### src/rtl/rtc_core_pkg.sv
// Constants shared by the reset, refresh and countdown core
package rtc_core_pkg;

  // ----------------------------------------------------------------
  // Clock and timing
  // ----------------------------------------------------------------
  localparam int unsigned CLK_HZ           = 10_000_000;
  localparam int unsigned TICK32_HZ        = 32;
  localparam int unsigned TICK32_CYC       = CLK_HZ / TICK32_HZ;
  localparam int unsigned NV_CYCLE_MS      = 10;
  localparam int unsigned NV_BUSY_CYC      = (CLK_HZ / 1000) * NV_CYCLE_MS;
  localparam int unsigned REFRESH_PERIOD_S = 3600;
  localparam int unsigned WDT_SHORT_S      = 2;
  localparam int unsigned WDT_LONG_S       = 32;

  // ----------------------------------------------------------------
  // Register offsets
  // ----------------------------------------------------------------
  localparam logic [7:0] ADDR_MAIN_CTRL  = 8'h00;
  localparam logic [7:0] ADDR_IRQ_EN     = 8'h01;
  localparam logic [7:0] ADDR_IRQ_FLAGS  = 8'h02;
  localparam logic [7:0] ADDR_CTRL_STAT  = 8'h03;
  localparam logic [7:0] ADDR_RST_CTRL   = 8'h04;
  localparam logic [7:0] ADDR_CNT_LOW    = 8'h18;
  localparam logic [7:0] ADDR_CNT_HIGH   = 8'h19;
  localparam logic [7:0] ADDR_NV_CTRL    = 8'h30;

  // ----------------------------------------------------------------
  // Reset values
  // ----------------------------------------------------------------
  localparam logic [7:0] MAIN_CTRL_RST = 8'h99;
  localparam logic [7:0] IRQ_EN_RST    = 8'h00;
  localparam logic [7:0] NV_CTRL_RST   = 8'h02;

  // ----------------------------------------------------------------
  // Field positions
  // ----------------------------------------------------------------
  localparam int BIT_CLK_SEL     = 7;
  localparam int BIT_TICK_SEL_HI = 6;
  localparam int BIT_TICK_SEL_LO = 5;
  localparam int BIT_RECOV_EN    = 4;
  localparam int BIT_NV_REFRESH  = 3;
  localparam int BIT_AUTO_RELOAD = 2;
  localparam int BIT_CD_ENABLE   = 1;
  localparam int BIT_CD_IRQ_EN   = 1;
  localparam int BIT_RECOV_IRQ   = 4;
  localparam int BIT_CD_FLAG     = 1;
  localparam int BIT_NV_BUSY     = 7;
  localparam int BIT_POWER_ON    = 5;
  localparam int BIT_SYS_RESET   = 4;
  localparam int BIT_SOFT_RST    = 4;
  localparam int BIT_MON_PERIOD  = 0;

  // Tick source codes
  localparam logic [1:0] TSEL_32HZ   = 2'h0;
  localparam logic [1:0] TSEL_8HZ    = 2'h1;
  localparam logic [1:0] TSEL_1HZ    = 2'h2;
  localparam logic [1:0] TSEL_HALFHZ = 2'h3;

  typedef enum logic [0:0] {NV_IDLE, NV_BUSY} nv_state_t;

endpackage : rtc_core_pkg

### src/rtl/rtc_tick_divider.sv
// Divider producing the 32, 8, 1 and 0.5 Hz tick strobes
`timescale 1ns/1ps
module rtc_tick_divider #(
  parameter int unsigned TICK_DIV = 312500
) (
  input  wire logic i_mclk,
  input  wire logic i_rst_n,
  output logic      o_t32_ff,
  output logic      o_t8_ff,
  output logic      o_t1_ff,
  output logic      o_thalf_ff
);
  localparam int DW = $clog2(TICK_DIV);

  if (TICK_DIV < 2) begin : g_chk
    $error("TICK_DIV must be at least 2");
  end

  logic [DW-1:0] div_ff, nxt_div;
  logic [5:0]    sub_ff, nxt_sub;
  logic          nxt_t32, nxt_t8, nxt_t1, nxt_thalf;

  always_comb begin
    nxt_div   = div_ff + 1'b1;
    nxt_sub   = sub_ff;
    nxt_t32   = 1'b0;
    nxt_t8    = 1'b0;
    nxt_t1    = 1'b0;
    nxt_thalf = 1'b0;
    if (div_ff == DW'(TICK_DIV - 1)) begin
      nxt_div   = '0;
      nxt_sub   = sub_ff + 1'b1;
      nxt_t32   = 1'b1;
      nxt_t8    = (sub_ff[1:0] == 2'h3);
      nxt_t1    = (sub_ff[4:0] == 5'h1F);
      nxt_thalf = (sub_ff == 6'h3F);
    end
  end

  always_ff @(posedge i_mclk) begin
    if (!i_rst_n) begin
      div_ff     <= '0;
      sub_ff     <= 6'h00;
      o_t32_ff   <= 1'b0;
      o_t8_ff    <= 1'b0;
      o_t1_ff    <= 1'b0;
      o_thalf_ff <= 1'b0;
    end else begin
      div_ff     <= nxt_div;
      sub_ff     <= nxt_sub;
      o_t32_ff   <= nxt_t32;
      o_t8_ff    <= nxt_t8;
      o_t1_ff    <= nxt_t1;
      o_thalf_ff <= nxt_thalf;
    end
  end

endmodule : rtc_tick_divider

### src/rtl/rtc_recovery_watchdog.sv
// Deadlock watchdog: counts seconds since the last heartbeat
`timescale 1ns/1ps
module rtc_recovery_watchdog import rtc_core_pkg::*; (
  input  wire logic i_mclk,
  input  wire logic i_rst_n,
  input  wire logic i_tick_1hz,
  input  wire logic i_kick,
  input  wire logic i_enable,
  input  wire logic i_long_period,
  input  wire logic i_clear,
  output logic      o_fire_ff
);
  logic [5:0] sec_ff, nxt_sec;
  logic [5:0] limit;
  logic       nxt_fire;

  always_comb begin
    limit    = i_long_period ? 6'(WDT_LONG_S) : 6'(WDT_SHORT_S);
    nxt_sec  = sec_ff;
    nxt_fire = 1'b0;
    // A kick or a system reset restarts the window
    if (i_kick || i_clear || !i_enable) begin
      nxt_sec = 6'h00;
    end else if (i_tick_1hz) begin
      if (sec_ff + 6'h01 >= limit) begin
        nxt_sec  = 6'h00;
        nxt_fire = 1'b1;
      end else begin
        nxt_sec = sec_ff + 6'h01;
      end
    end
  end

  always_ff @(posedge i_mclk) begin
    if (!i_rst_n) begin
      sec_ff    <= 6'h00;
      o_fire_ff <= 1'b0;
    end else begin
      sec_ff    <= nxt_sec;
      o_fire_ff <= nxt_fire;
    end
  end

endmodule : rtc_recovery_watchdog

### src/rtl/rtc_reset_timer_core.sv
// Reset sources, register reset values, NV refresh and countdown timer
//
// Function
// - Power-on reset sets power_on_flag; stays until host writes zero.
// - Writing soft_reset_cmd one runs a system reset and sets sys_reset_flag.
// - After any reset recovery_enable reads one, recovery_irq_enable zero.
// - Watchdog reset sets sys_reset_flag and recovery_irq_flag; cleared by zero.
// - Recovery reset drives the interrupt only with recovery_irq_enable set.
// - Unkicked watchdog resets within one monitor period, 2 or 32 s.
// - Countdown value registers survive every system reset.
// - nv_control survives every system reset; only host writes change it.
// - After reset timer and auto_reload off, tick source 32 Hz.
// - After reset clock out, alarms and interrupts off, recovery, refresh on.
// - With nv_refresh_enable set, NV pages refresh once per hour.
// - nv_busy is one during a NV write or refresh cycle.
// - countdown_enable bit gates the countdown.
// - Tick select codes give 32, 8, 1 and 0.5 Hz.
// - Count down one per tick from 16-bit value; zero ends; zero loaded stops.
// - auto_reload reloads the value at each end and restarts.
// - Reload costs one tick: first period n, later periods n+1.
// - With timer irq enabled, countdown_flag sets at every countdown end.
// - Active-low interrupt follows countdown_flag; released when it clears.
// - Tick select and auto_reload writable only while timer disabled.
// - Countdown value writable only with timer and auto_reload off.
`timescale 1ns/1ps
module rtc_reset_timer_core import rtc_core_pkg::*; #(
  parameter int unsigned TICK_DIV   = TICK32_CYC,
  parameter int unsigned NV_CYC     = NV_BUSY_CYC,
  parameter int unsigned REFRESH_S  = REFRESH_PERIOD_S,
  parameter logic [7:0]  NV_FACTORY = NV_CTRL_RST
) (
  input  wire logic       i_mclk,
  input  wire logic       i_rst_n,
  input  wire logic       i_wr,
  input  wire logic       i_rd,
  input  wire logic [7:0] i_addr,
  input  wire logic [7:0] i_wdata,
  input  wire logic       i_ctrl_alive,
  input  wire logic       i_int_pin,
  output logic      [7:0] o_rdata_ff,
  output logic            o_int_out_ff,
  output logic            o_int_oe_n_ff,
  output logic            o_sys_reset_ff
);
  localparam int BW = $clog2(NV_CYC + 1);

  if (NV_CYC < 1 || REFRESH_S < 1 || REFRESH_S > 4095) begin : g_chk
    $error("NV_CYC or REFRESH_S out of range");
  end

  function automatic logic hit(input logic [7:0] addr,
                               input logic [7:0] off);
    hit = (addr == off);
  endfunction : hit

  // ----------------------------------------------------------------
  // State
  // ----------------------------------------------------------------
  logic [7:0]  main_ctrl_ff, nxt_main_ctrl;
  logic [4:0]  irq_en_ff, nxt_irq_en;
  logic        cd_flag_ff, nxt_cd_flag;
  logic        recov_flag_ff, nxt_recov_flag;
  logic        pon_ff, nxt_pon;
  logic        sr_ff, nxt_sr;
  logic        soft_cmd_ff, nxt_soft_cmd;
  logic [7:0]  cnt_low_ff, nxt_cnt_low;
  logic [7:0]  cnt_high_ff, nxt_cnt_high;
  logic [7:0]  nv_ctrl_ff, nxt_nv_ctrl;
  logic [15:0] cd_ff, nxt_cd;
  logic [11:0] hour_ff, nxt_hour;
  logic [BW-1:0] busy_ff, nxt_busy;
  nv_state_t   nv_st_ff, nxt_nv_st;
  logic [7:0]  nxt_rdata;

  logic t32, t8, t1, thalf, tick, wdt_fire, sys_rst_req, cd_end;
  logic [15:0] reload_val;
  logic [1:0]  tsel;
  logic        cd_en, auto_rl, int_cond;

  assign cd_en       = main_ctrl_ff[BIT_CD_ENABLE];
  assign auto_rl     = main_ctrl_ff[BIT_AUTO_RELOAD];
  assign tsel        = main_ctrl_ff[BIT_TICK_SEL_HI:BIT_TICK_SEL_LO];
  assign reload_val  = {cnt_high_ff, cnt_low_ff};
  assign sys_rst_req = soft_cmd_ff | wdt_fire;
  assign int_cond    = cd_flag_ff |
                       (recov_flag_ff & irq_en_ff[BIT_RECOV_IRQ]);

  // ----------------------------------------------------------------
  // Sub-blocks
  // ----------------------------------------------------------------
  rtc_tick_divider #(.TICK_DIV(TICK_DIV)) u_div (
    .i_mclk     (i_mclk),
    .i_rst_n    (i_rst_n),
    .o_t32_ff   (t32),
    .o_t8_ff    (t8),
    .o_t1_ff    (t1),
    .o_thalf_ff (thalf)
  );

  rtc_recovery_watchdog u_wdt (
    .i_mclk        (i_mclk),
    .i_rst_n       (i_rst_n),
    .i_tick_1hz    (t1),
    .i_kick        (i_ctrl_alive),
    .i_enable      (main_ctrl_ff[BIT_RECOV_EN]),
    .i_long_period (nv_ctrl_ff[BIT_MON_PERIOD]),
    .i_clear       (soft_cmd_ff),
    .o_fire_ff     (wdt_fire)
  );

  always_comb begin
    case (tsel)
      TSEL_32HZ: tick = t32;
      TSEL_8HZ:  tick = t8;
      TSEL_1HZ:  tick = t1;
      default:   tick = thalf;
    endcase
  end

  // ----------------------------------------------------------------
  // Register and timer next state
  // ----------------------------------------------------------------
  always_comb begin
    nxt_main_ctrl  = main_ctrl_ff;
    nxt_irq_en     = irq_en_ff;
    nxt_cd_flag    = cd_flag_ff;
    nxt_recov_flag = recov_flag_ff;
    nxt_pon        = pon_ff;
    nxt_sr         = sr_ff;
    nxt_soft_cmd   = soft_cmd_ff;
    nxt_cnt_low    = cnt_low_ff;
    nxt_cnt_high   = cnt_high_ff;
    nxt_nv_ctrl    = nv_ctrl_ff;
    nxt_cd         = cd_ff;
    cd_end         = 1'b0;

    if (i_wr) begin
      if (hit(i_addr, ADDR_MAIN_CTRL)) begin
        nxt_main_ctrl = i_wdata;
        if (cd_en) begin
          nxt_main_ctrl[BIT_TICK_SEL_HI] = main_ctrl_ff[BIT_TICK_SEL_HI];
          nxt_main_ctrl[BIT_TICK_SEL_LO] = main_ctrl_ff[BIT_TICK_SEL_LO];
          nxt_main_ctrl[BIT_AUTO_RELOAD] = auto_rl;
        end
      end
      if (hit(i_addr, ADDR_IRQ_EN)) begin
        nxt_irq_en = i_wdata[4:0];
      end
      if (hit(i_addr, ADDR_IRQ_FLAGS)) begin
        nxt_cd_flag    = cd_flag_ff & i_wdata[BIT_CD_FLAG];
        nxt_recov_flag = recov_flag_ff & i_wdata[BIT_RECOV_IRQ];
      end
      if (hit(i_addr, ADDR_CTRL_STAT)) begin
        nxt_pon = pon_ff & i_wdata[BIT_POWER_ON];
        nxt_sr  = sr_ff & i_wdata[BIT_SYS_RESET];
      end
      if (hit(i_addr, ADDR_RST_CTRL)) begin
        nxt_soft_cmd = i_wdata[BIT_SOFT_RST];
      end
      if (!cd_en && !auto_rl) begin
        if (hit(i_addr, ADDR_CNT_LOW)) begin
          nxt_cnt_low = i_wdata;
        end
        if (hit(i_addr, ADDR_CNT_HIGH)) begin
          nxt_cnt_high = i_wdata;
        end
      end
      if (hit(i_addr, ADDR_NV_CTRL)) begin
        nxt_nv_ctrl = i_wdata;
      end
    end

    // Stopped timer tracks the programmed value so enabling starts at n
    if (!cd_en) begin
      nxt_cd = reload_val;
    end else if (tick) begin
      if (cd_ff > 16'h0001) begin
        nxt_cd = cd_ff - 16'h0001;
      end else if (cd_ff == 16'h0001) begin
        nxt_cd = 16'h0000;
        cd_end = 1'b1;
      end else if (auto_rl && reload_val != 16'h0000) begin
        nxt_cd = reload_val;
      end
    end

    // Set beats a same-cycle clear
    if (cd_end && irq_en_ff[BIT_CD_IRQ_EN]) begin
      nxt_cd_flag = 1'b1;
    end

    // System reset: control registers only; data and NV bytes stay
    if (sys_rst_req) begin
      nxt_main_ctrl  = MAIN_CTRL_RST;
      nxt_irq_en     = IRQ_EN_RST[4:0];
      nxt_cd_flag    = 1'b0;
      nxt_recov_flag = wdt_fire;
      nxt_sr         = 1'b1;
      nxt_soft_cmd   = 1'b0;
      nxt_cd         = reload_val;
    end
  end

  // ----------------------------------------------------------------
  // NV refresh and busy
  // ----------------------------------------------------------------
  always_comb begin
    nxt_nv_st = nv_st_ff;
    nxt_busy  = busy_ff;
    nxt_hour  = hour_ff;
    if (t1) begin
      nxt_hour = (hour_ff == 12'(REFRESH_S - 1)) ? 12'h000
                                                 : hour_ff + 12'h001;
    end
    case (nv_st_ff)
      NV_IDLE: begin
        if ((i_wr && hit(i_addr, ADDR_NV_CTRL)) ||
            (t1 && hour_ff == 12'(REFRESH_S - 1) &&
             main_ctrl_ff[BIT_NV_REFRESH])) begin
          nxt_nv_st = NV_BUSY;
          nxt_busy  = BW'(NV_CYC - 1);
        end
      end
      NV_BUSY: begin
        if (busy_ff == '0) begin
          nxt_nv_st = NV_IDLE;
        end else begin
          nxt_busy = busy_ff - 1'b1;
        end
      end
      default: nxt_nv_st = NV_IDLE;
    endcase
  end

  // ----------------------------------------------------------------
  // Read data
  // ----------------------------------------------------------------
  always_comb begin
    nxt_rdata = o_rdata_ff;
    if (i_rd) begin
      case (i_addr)
        ADDR_MAIN_CTRL: nxt_rdata = main_ctrl_ff;
        ADDR_IRQ_EN:    nxt_rdata = {3'h0, irq_en_ff};
        ADDR_IRQ_FLAGS: nxt_rdata = {3'h0, recov_flag_ff, 2'h0,
                                     cd_flag_ff, 1'b0};
        ADDR_CTRL_STAT: nxt_rdata = {nv_st_ff == NV_BUSY, 1'b0, pon_ff,
                                     sr_ff, 4'h0};
        ADDR_RST_CTRL:  nxt_rdata = {3'h0, soft_cmd_ff, 4'h0};
        ADDR_CNT_LOW:   nxt_rdata = cnt_low_ff;
        ADDR_CNT_HIGH:  nxt_rdata = cnt_high_ff;
        ADDR_NV_CTRL:   nxt_rdata = nv_ctrl_ff;
        default:        nxt_rdata = 8'h00;
      endcase
    end
  end

  // Power-on reset is the only event that loads the NV byte and POWER_ON_FLAG
  always_ff @(posedge i_mclk) begin
    if (!i_rst_n) begin
      main_ctrl_ff   <= MAIN_CTRL_RST;
      irq_en_ff      <= IRQ_EN_RST[4:0];
      cd_flag_ff     <= 1'b0;
      recov_flag_ff  <= 1'b0;
      pon_ff         <= 1'b1;
      sr_ff          <= 1'b0;
      soft_cmd_ff    <= 1'b0;
      cnt_low_ff     <= 8'h00;
      cnt_high_ff    <= 8'h00;
      nv_ctrl_ff     <= NV_FACTORY;
      cd_ff          <= 16'h0000;
      hour_ff        <= 12'h000;
      busy_ff        <= '0;
      nv_st_ff       <= NV_IDLE;
      o_rdata_ff     <= 8'h00;
      o_int_out_ff   <= 1'b0;
      o_int_oe_n_ff  <= 1'b1;
      o_sys_reset_ff <= 1'b0;
    end else begin
      main_ctrl_ff   <= nxt_main_ctrl;
      irq_en_ff      <= nxt_irq_en;
      cd_flag_ff     <= nxt_cd_flag;
      recov_flag_ff  <= nxt_recov_flag;
      pon_ff         <= nxt_pon;
      sr_ff          <= nxt_sr;
      soft_cmd_ff    <= nxt_soft_cmd;
      cnt_low_ff     <= nxt_cnt_low;
      cnt_high_ff    <= nxt_cnt_high;
      nv_ctrl_ff     <= nxt_nv_ctrl;
      cd_ff          <= nxt_cd;
      hour_ff        <= nxt_hour;
      busy_ff        <= nxt_busy;
      nv_st_ff       <= nxt_nv_st;
      o_rdata_ff     <= nxt_rdata;
      o_int_out_ff   <= 1'b0;
      o_int_oe_n_ff  <= !int_cond;
      o_sys_reset_ff <= sys_rst_req;
    end
  end
endmodule : rtc_reset_timer_core

### config.mk
export PLATFORM = sky130hd
export DESIGN_NAME = rtc_reset_timer_core
export DESIGN_NICKNAME = d
export VERILOG_FILES = /design/src/rtl/rtc_core_pkg.sv /design/src/rtl/rtc_tick_divider.sv /design/src/rtl/rtc_recovery_watchdog.sv /design/src/rtl/rtc_reset_timer_core.sv
export SDC_FILE = /design/constraint.sdc
export NUM_CORES = 1
export LEC_CHECK = 0
export BUFFER_PORTS_ARGS = -buffer_cell sky130_fd_sc_hd__buf_4
export CAP_MARGIN = 15
export CORE_UTILIZATION = 55
export CTS_CLUSTER_SIZE = 28
export DETAILED_ROUTE_END_ITERATION = 8
export PLACE_DENSITY = 0.73
export SYNTH_ARGS = -nofsm -noshare
export SYNTH_HDL_FRONTEND = slang
export SYNTH_SLANG_ARGS = --single-unit
### constraint.sdc
create_clock -name i_mclk -period 3.2 [get_ports i_mclk]
set_input_delay 0.48 -clock i_mclk [delete_from_list [all_inputs] [get_ports i_mclk]]
set_output_delay 0.48 -clock i_mclk [all_outputs]
set_load 0.005 [all_outputs]
# Word level (Yosys, flattened, before mapping)
# Index checks and enable logic that the tools add are counted.
[totals] ff_bits=134 output_inout_bits=11 wordCells=136
[op_classes] n_lt_le_gt_ge=2 n_mux=32 eq_ne=19 add_sub_neg=6 reduce_logical=40 bitwise_logic=11
[ops] op="$mux W16" n=6
[ops] op="$pmux W8 S8" n=1
[ops] op="$mux W17" n=2
[ops] op="$pmux W17 S2" n=1
[ops] op="$reduce_and A2 Y1" n=11
[ops] op="$add A19 B1 Y19 const B" n=1
[ops] op="$eq A19 B19 Y1 const B" n=1
[ops] op="$logic_not A17 Y1" n=1
[ops] op="$mux W1" n=17
[ops] op="$sub A17 B1 Y17 const B" n=1
[ops] op="$eq A16 B1 Y1 const B" n=1
[ops] op="$eq A8 B2 Y1 const B" n=2
[ops] op="$eq A8 B5 Y1 const B" n=2
[ops] op="$gt A16 B1 Y1 const B" n=1
[ops] op="$reduce_bool A16 Y1" n=1
[ops] op="$sub A16 B1 Y16 const B" n=1
[ops] op="$add A12 B1 Y12 const B" n=1
[ops] op="$add A6 B1 Y6 const B" n=2
[ops] op="$eq A12 B12 Y1 const B" n=1
[ops] op="$mux W12" n=1
[ops] op="$mux W6" n=2
[ops] op="$reduce_bool A2 Y1" n=5
[ops] op="$reduce_and A3 Y1" n=3
[ops] op="$eq A8 B1 Y1 const B" n=1
[ops] op="22 further kinds" n=44

# Logic depth before layout (Yosys ltp)
[logic_depth] ltp_word=8 mapped_depth=10 mapped_depth_nobuf=8

# By module
# Synthesis repeated with hierarchy kept, for this count alone.
[hier_totals] hier_cells=833 area_unflattened_um2=6951.7
[modules_own_cells] mod="rtc_reset_timer_core" n_inst=1 area_per_inst_um2=5108.6 cells_per_inst=629 seq_area_each_um2=1961.9
[modules_own_cells] mod="rtc_tick_divider" n_inst=1 area_per_inst_um2=1327.5 cells_per_inst=146 seq_area_each_um2=580.6
[modules_own_cells] mod="rtc_recovery_watchdog" n_inst=1 area_per_inst_um2=515.5 cells_per_inst=58 seq_area_each_um2=140.1

# Least setup slack after synthesis
# Ideal clock, no wire load.
[synth_path] kind="reg-to-reg" start="reg u_div.div_ff[0]" end="reg u_div.div_ff[11]" path_stages_with_launch=9 synth_period_minus_slack_ns=2.214 path_buffers=2 t_arrival_ns=2.097 path_slack_ns=0.986 cell_sequence="dfxtp_1 -> ha_1 -> nor4bb_1 -> nand3_1 -> nor4_2 -> nand2b_1 -> buf_2 -> buf_2 -> nor2_1"
[synth_between] elab_chain_cells=2 word_cells_on_any_way=3 classes_between="1 x add/sub; 1 x eq/ne; 1 x reduce/logical"
[synth_rtl] item="from (decl)" line="rtc_tick_divider.sv:19" text="logic [DW-1:0] div_ff, nxt_div;"
[synth_rtl] item="from (signal assigned)" line="rtc_tick_divider.sv:49" text="div_ff <= nxt_div;"
[synth_rtl] item="branches (longest 2 deep; another with $add A19 B1 Y19)"
# Parallel ways; which one is timed is not known.
# A chain may end at the register's enable or synchronous reset.

# Worst setup path after layout
[layout_path] start="reg cd_ff[0]" end="reg cd_ff[13]"
[layout_between] elab_chain_cells=6 word_cells_on_any_way=10 classes_between="1 x add/sub; 1 x order compare; 2 x eq/ne; 5 x mux; 1 x reduce/logical"
[layout_rtl] item="from (decl)" line="rtc_reset_timer_core.sv:69" text="logic [15:0] cd_ff, nxt_cd;"
[layout_rtl] item="from (signal assigned)" line="rtc_reset_timer_core.sv:289" text="cd_ff <= nxt_cd;"
[layout_rtl] item="branches (longest 6 deep; another with $sub A16 B1 Y16)"
# Parallel ways; which one is timed is not known. The select of a mux whose other input is x is not followed.

==> flow_metrics.env <==
export IMPL_final_nets=814
export IMPL_syn_nets=780
export IMPL_critPathKind="reg -> reg"
export IMPL_syn_area_um2=6444
export IMPL_place_congestion=0.9276
export IMPL_ir_drop_mv=0.5476
export IMPL_avgSynthCellArea_um2=8.626
export IMPL_cts_root_buffer="clkbuf_16"
export IMPL_synth_flop_cell="dfxtp_1"
export IMPL_max_cap_violations=0
export IMPL_numCtsBuffers=17
export IMPL_grt_antenna_before_repair=0
export IMPL_setup_viol=0
export IMPL_pin_count=33
export IMPL_cts_resized=0
export IMPL_hold_slack_ns=0.3238
export IMPL_clock_latency_ns=0.43
export IMPL_cts_tree="yes"
export IMPL_final_common_cell="dfxtp_1"
export IMPL_finalCriticalPeriod_ns=2.765
export IMPL_rrSetupSlack_ns=0.44
export IMPL_cts_setup_buffers=0
export IMPL_cts_reportedPaths_clkPinSlew_ns=0.06
export IMPL_post_route_period_util_pct=86.39
export IMPL_async_reset_ff_share_pct=0
export IMPL_p_leak_uw=0.002846
export IMPL_grt_start_max_net_pins=57
export IMPL_cp_cell_sequence="inv_1 -> ha_1 -> nor3b_1 -> nand2_1 -> o41ai_1 -> and2_1 -> buf_4 -> o21ai_0 -> a21oi_1"
export IMPL_wire_per_inst_um=16.31
export IMPL_end_kind="flip-flop"
export IMPL_wirelength_um=15280
export IMPL_hold_path_depth=3
export IMPL_holdCritPathClass="in -> reg"
export IMPL_finalWorstSetupSlack_ns=0.4354
export IMPL_hpwlAfterDp_um=10740
export IMPL_via_count=5582
export IMPL_dp_slack_ns=0.4582
export IMPL_slowest_stage="o41ai_1"
export IMPL_crit_family="simple AND/OR/NAND/NOR gates"
export IMPL_ctsHoldBuffers=0
export IMPL_final_hold_viol_count=0
export IMPL_fmax_mhz=361.7
export IMPL_swShare_pct=21.38
export IMPL_ys_seq_elements=134
export IMPL_die_area_um2=12150
export IMPL_max_slew_margin_pct=49.95
export IMPL_p_switching_uw=829.1
export IMPL_r2r_start="cd_ff[0]"
export IMPL_p_clk_share_pct=53.8
export IMPL_drv_slew=0
export IMPL_core_um2=11420
export IMPL_syn_inst=747
export IMPL_drtAntennaViolNets=0
export IMPL_crit_required_ns=3.55
export IMPL_grt_total_usage_pct=27.00
export IMPL_pwr_share_seq_pct=43.3
export IMPL_synth_edff_count=0
export IMPL_worstMarginPinSlew_ns=0.7480
export IMPL_grt_pass1_vias=5250
export IMPL_viasPerCell=5.957
export IMPL_max_stage_delay_ns=0.42
export IMPL_final_core_util_pct=65.25
export IMPL_r2r_end="cd_ff[13]"
export IMPL_arrival_ns=3.12
export IMPL_tns_ns=0
export IMPL_crit_buf_inv=2
export IMPL_p_comb_share_pct=2.9
export IMPL_worstHoldEndpoint="cnt_low_ff[7]"
export IMPL_skew_ns=0.008282
export IMPL_synth_cell_types=68
export IMPL_p_total_uw=3878
export IMPL_ys_seq_area_share_pct=41.63
export IMPL_grt_overflow=0
export IMPL_p_int_uw=3049
export IMPL_start_util_pct=56.43
export IMPL_portBuffers=30
export IMPL_drcViolationCount=0
export IMPL_mostFrequentLayoutCells="dfxtp_1 (134), nor2_1 (114), nand2_1 (61)"
export IMPL_grt_pass1_wl_um=25050
export IMPL_cts_sinks=134
export IMPL_worst_r2r_path_depth=9
export IMPL_syn_to_final_growth_pct=15.63
export IMPL_std_cell_rows=39
export IMPL_drt_initial_drc_count=430
export IMPL_start_kind="flip-flop"
export IMPL_ys_warn_count=0
export IMPL_power_density_nw_per_um2=520.5
export IMPL_status="finished clean"
export IMPL_dr_pass1_iters=5
export IMPL_diodes=0
export IMPL_min_from="i_wdata[7]"
export IMPL_rsz0062_at_grt="false"
export IMPL_die_h_um=110.2
export IMPL_fill_cells=967
export IMPL_path_max_fanout=10
export IMPL_die_width_um=110.2
export IMPL_cts_buffer_depth=2
export IMPL_final_layout_size_suffix_gt1_share_pct=11.84
export IMPL_cts_htree_levels=4
worst reg2reg max path: cells and delay by family (launching register included):
family	cells	cell delay [ns]
AO/OA/AOI/OAI	3	0.68
adder cells (fa/ha/maj)	1	0.30
buffers and inverters	2	0.36
flip-flops	1	0.37
AND/OR/NAND/NOR	3	0.98
final cells by class:
| type | count | area (um^2) | share of cell area, % |
|---|---|---|---|
| Sequential cell | 134 | 2683 | 36.00 |
| Timing Repair Buffer | 45 | 337.8 | 4.534 |
| Clock inverter | 12 | 191.4 | 2.569 |
| Tap cell | 143 | 178.9 | 2.401 |
| Clock buffer | 20 | 446.7 | 5.995 |
| Inverter | 17 | 63.81 | 0.8564 |
| Multi-Input combinational cell | 566 | 3550 | 47.64 |
metrics by stage:
step | cell area, um^2 | cells
6_report | 7451 | 937
4_1_cts | 7451 | 937
5_1_grt | 7451 | 937
3_3_place_gp | 6813 | 905
2_1_floorplan | 6444 | 747
3_5_place_dp | 6813 | 905
sequential cells by signal, summed over array words and instances (netlist names), 12 cells and up:
signal,flops
cd_ff,16
hour_ff,12
u_div.div_ff,19
busy_ff,17
cell usage after synthesis (all sizes together) (3+ instances only):
cell    number  area share [%]
a211oi       3            0.35
a21o         8            0.93
a21oi       42             3.3
a221oi       7            0.95
a22o         3            0.41
a22oi        8            0.93
a311oi       3            0.41
a31o         3            0.41
a31oi        6            0.58
and2         7            0.68
and3        15             1.5
buf         13             1.1
clkbuf      17             1.1
dfxtp      134              42
ha          11             2.1
inv         17            0.99
mux2i       39             6.1
nand2       62             3.7
nand2b       9            0.87
nand3       39             3.0
nand3b       4            0.47
nand4       12             1.2
nand4b       6            0.82
nor2       114             6.6
nor2b        5            0.49
nor3        31             2.6
nor3b        3            0.35
nor4        14             2.2
nor4b        3            0.41
o21ai       18             1.4
o31ai        5            0.74
o32ai        4            0.54
or3          4            0.41
or4          4            0.52
xnor2       23             3.1
xor2        24             3.3
routing by layer:
metal	vias up	GRT usage, %	wire, um
li1	2748	-	-
met1	2652	33.10	6847
met2	140	43.26	7152
met3	42	6.408	707
met4	0	15.51	571
met5	-	0	0
power groups by stage:
stage / Sequential [uW] / Combinational, uW / Clock [uW]
3_5_place_dp: 1720 / 111 / 0
6_report: 1680 / 113 / 2090
2_1_floorplan: 1710 / 63.1 / 0
3_3_place_gp: 1720 / 109 / 0
5_1_grt: 1680 / 123 / 2190
4_1_cts: 1680 / 112 / 2120
worst max path at each step:
stage	end	startpoint	cells past startpoint	slack, ns
floorplan	u_div.div_ff[11]	u_div.div_ff[0]	8	0.99
global placement	cd_ff[13]	cd_ff[0]	9	0.56
detailed placement	cd_ff[13]	cd_ff[0]	9	0.46
CTS	cd_ff[13]	cd_ff[0]	9	0.46
global route	cd_ff[12]	cd_ff[0]	9	0.12
finish	cd_ff[13]	cd_ff[0]	9	0.44
cells by family (layout without fill, tap and decap cells):
logic type                 Yosys count  count (layout)  synth area share [%]
and+or+nand+nor                    340             340                 26.85
buffers and inverters               47              94                 3.282
DFF                                134             134                 41.63
xor gates and xnor gates            47              47                 6.388
AOI/OAI and AO/OA                  127             127                 13.24
adders and majority gates           11              11                 2.136
other                                1               1               0.05820
muxes                               40              40                 6.408
Note: power is estimated with default switching activity, not from simulation.
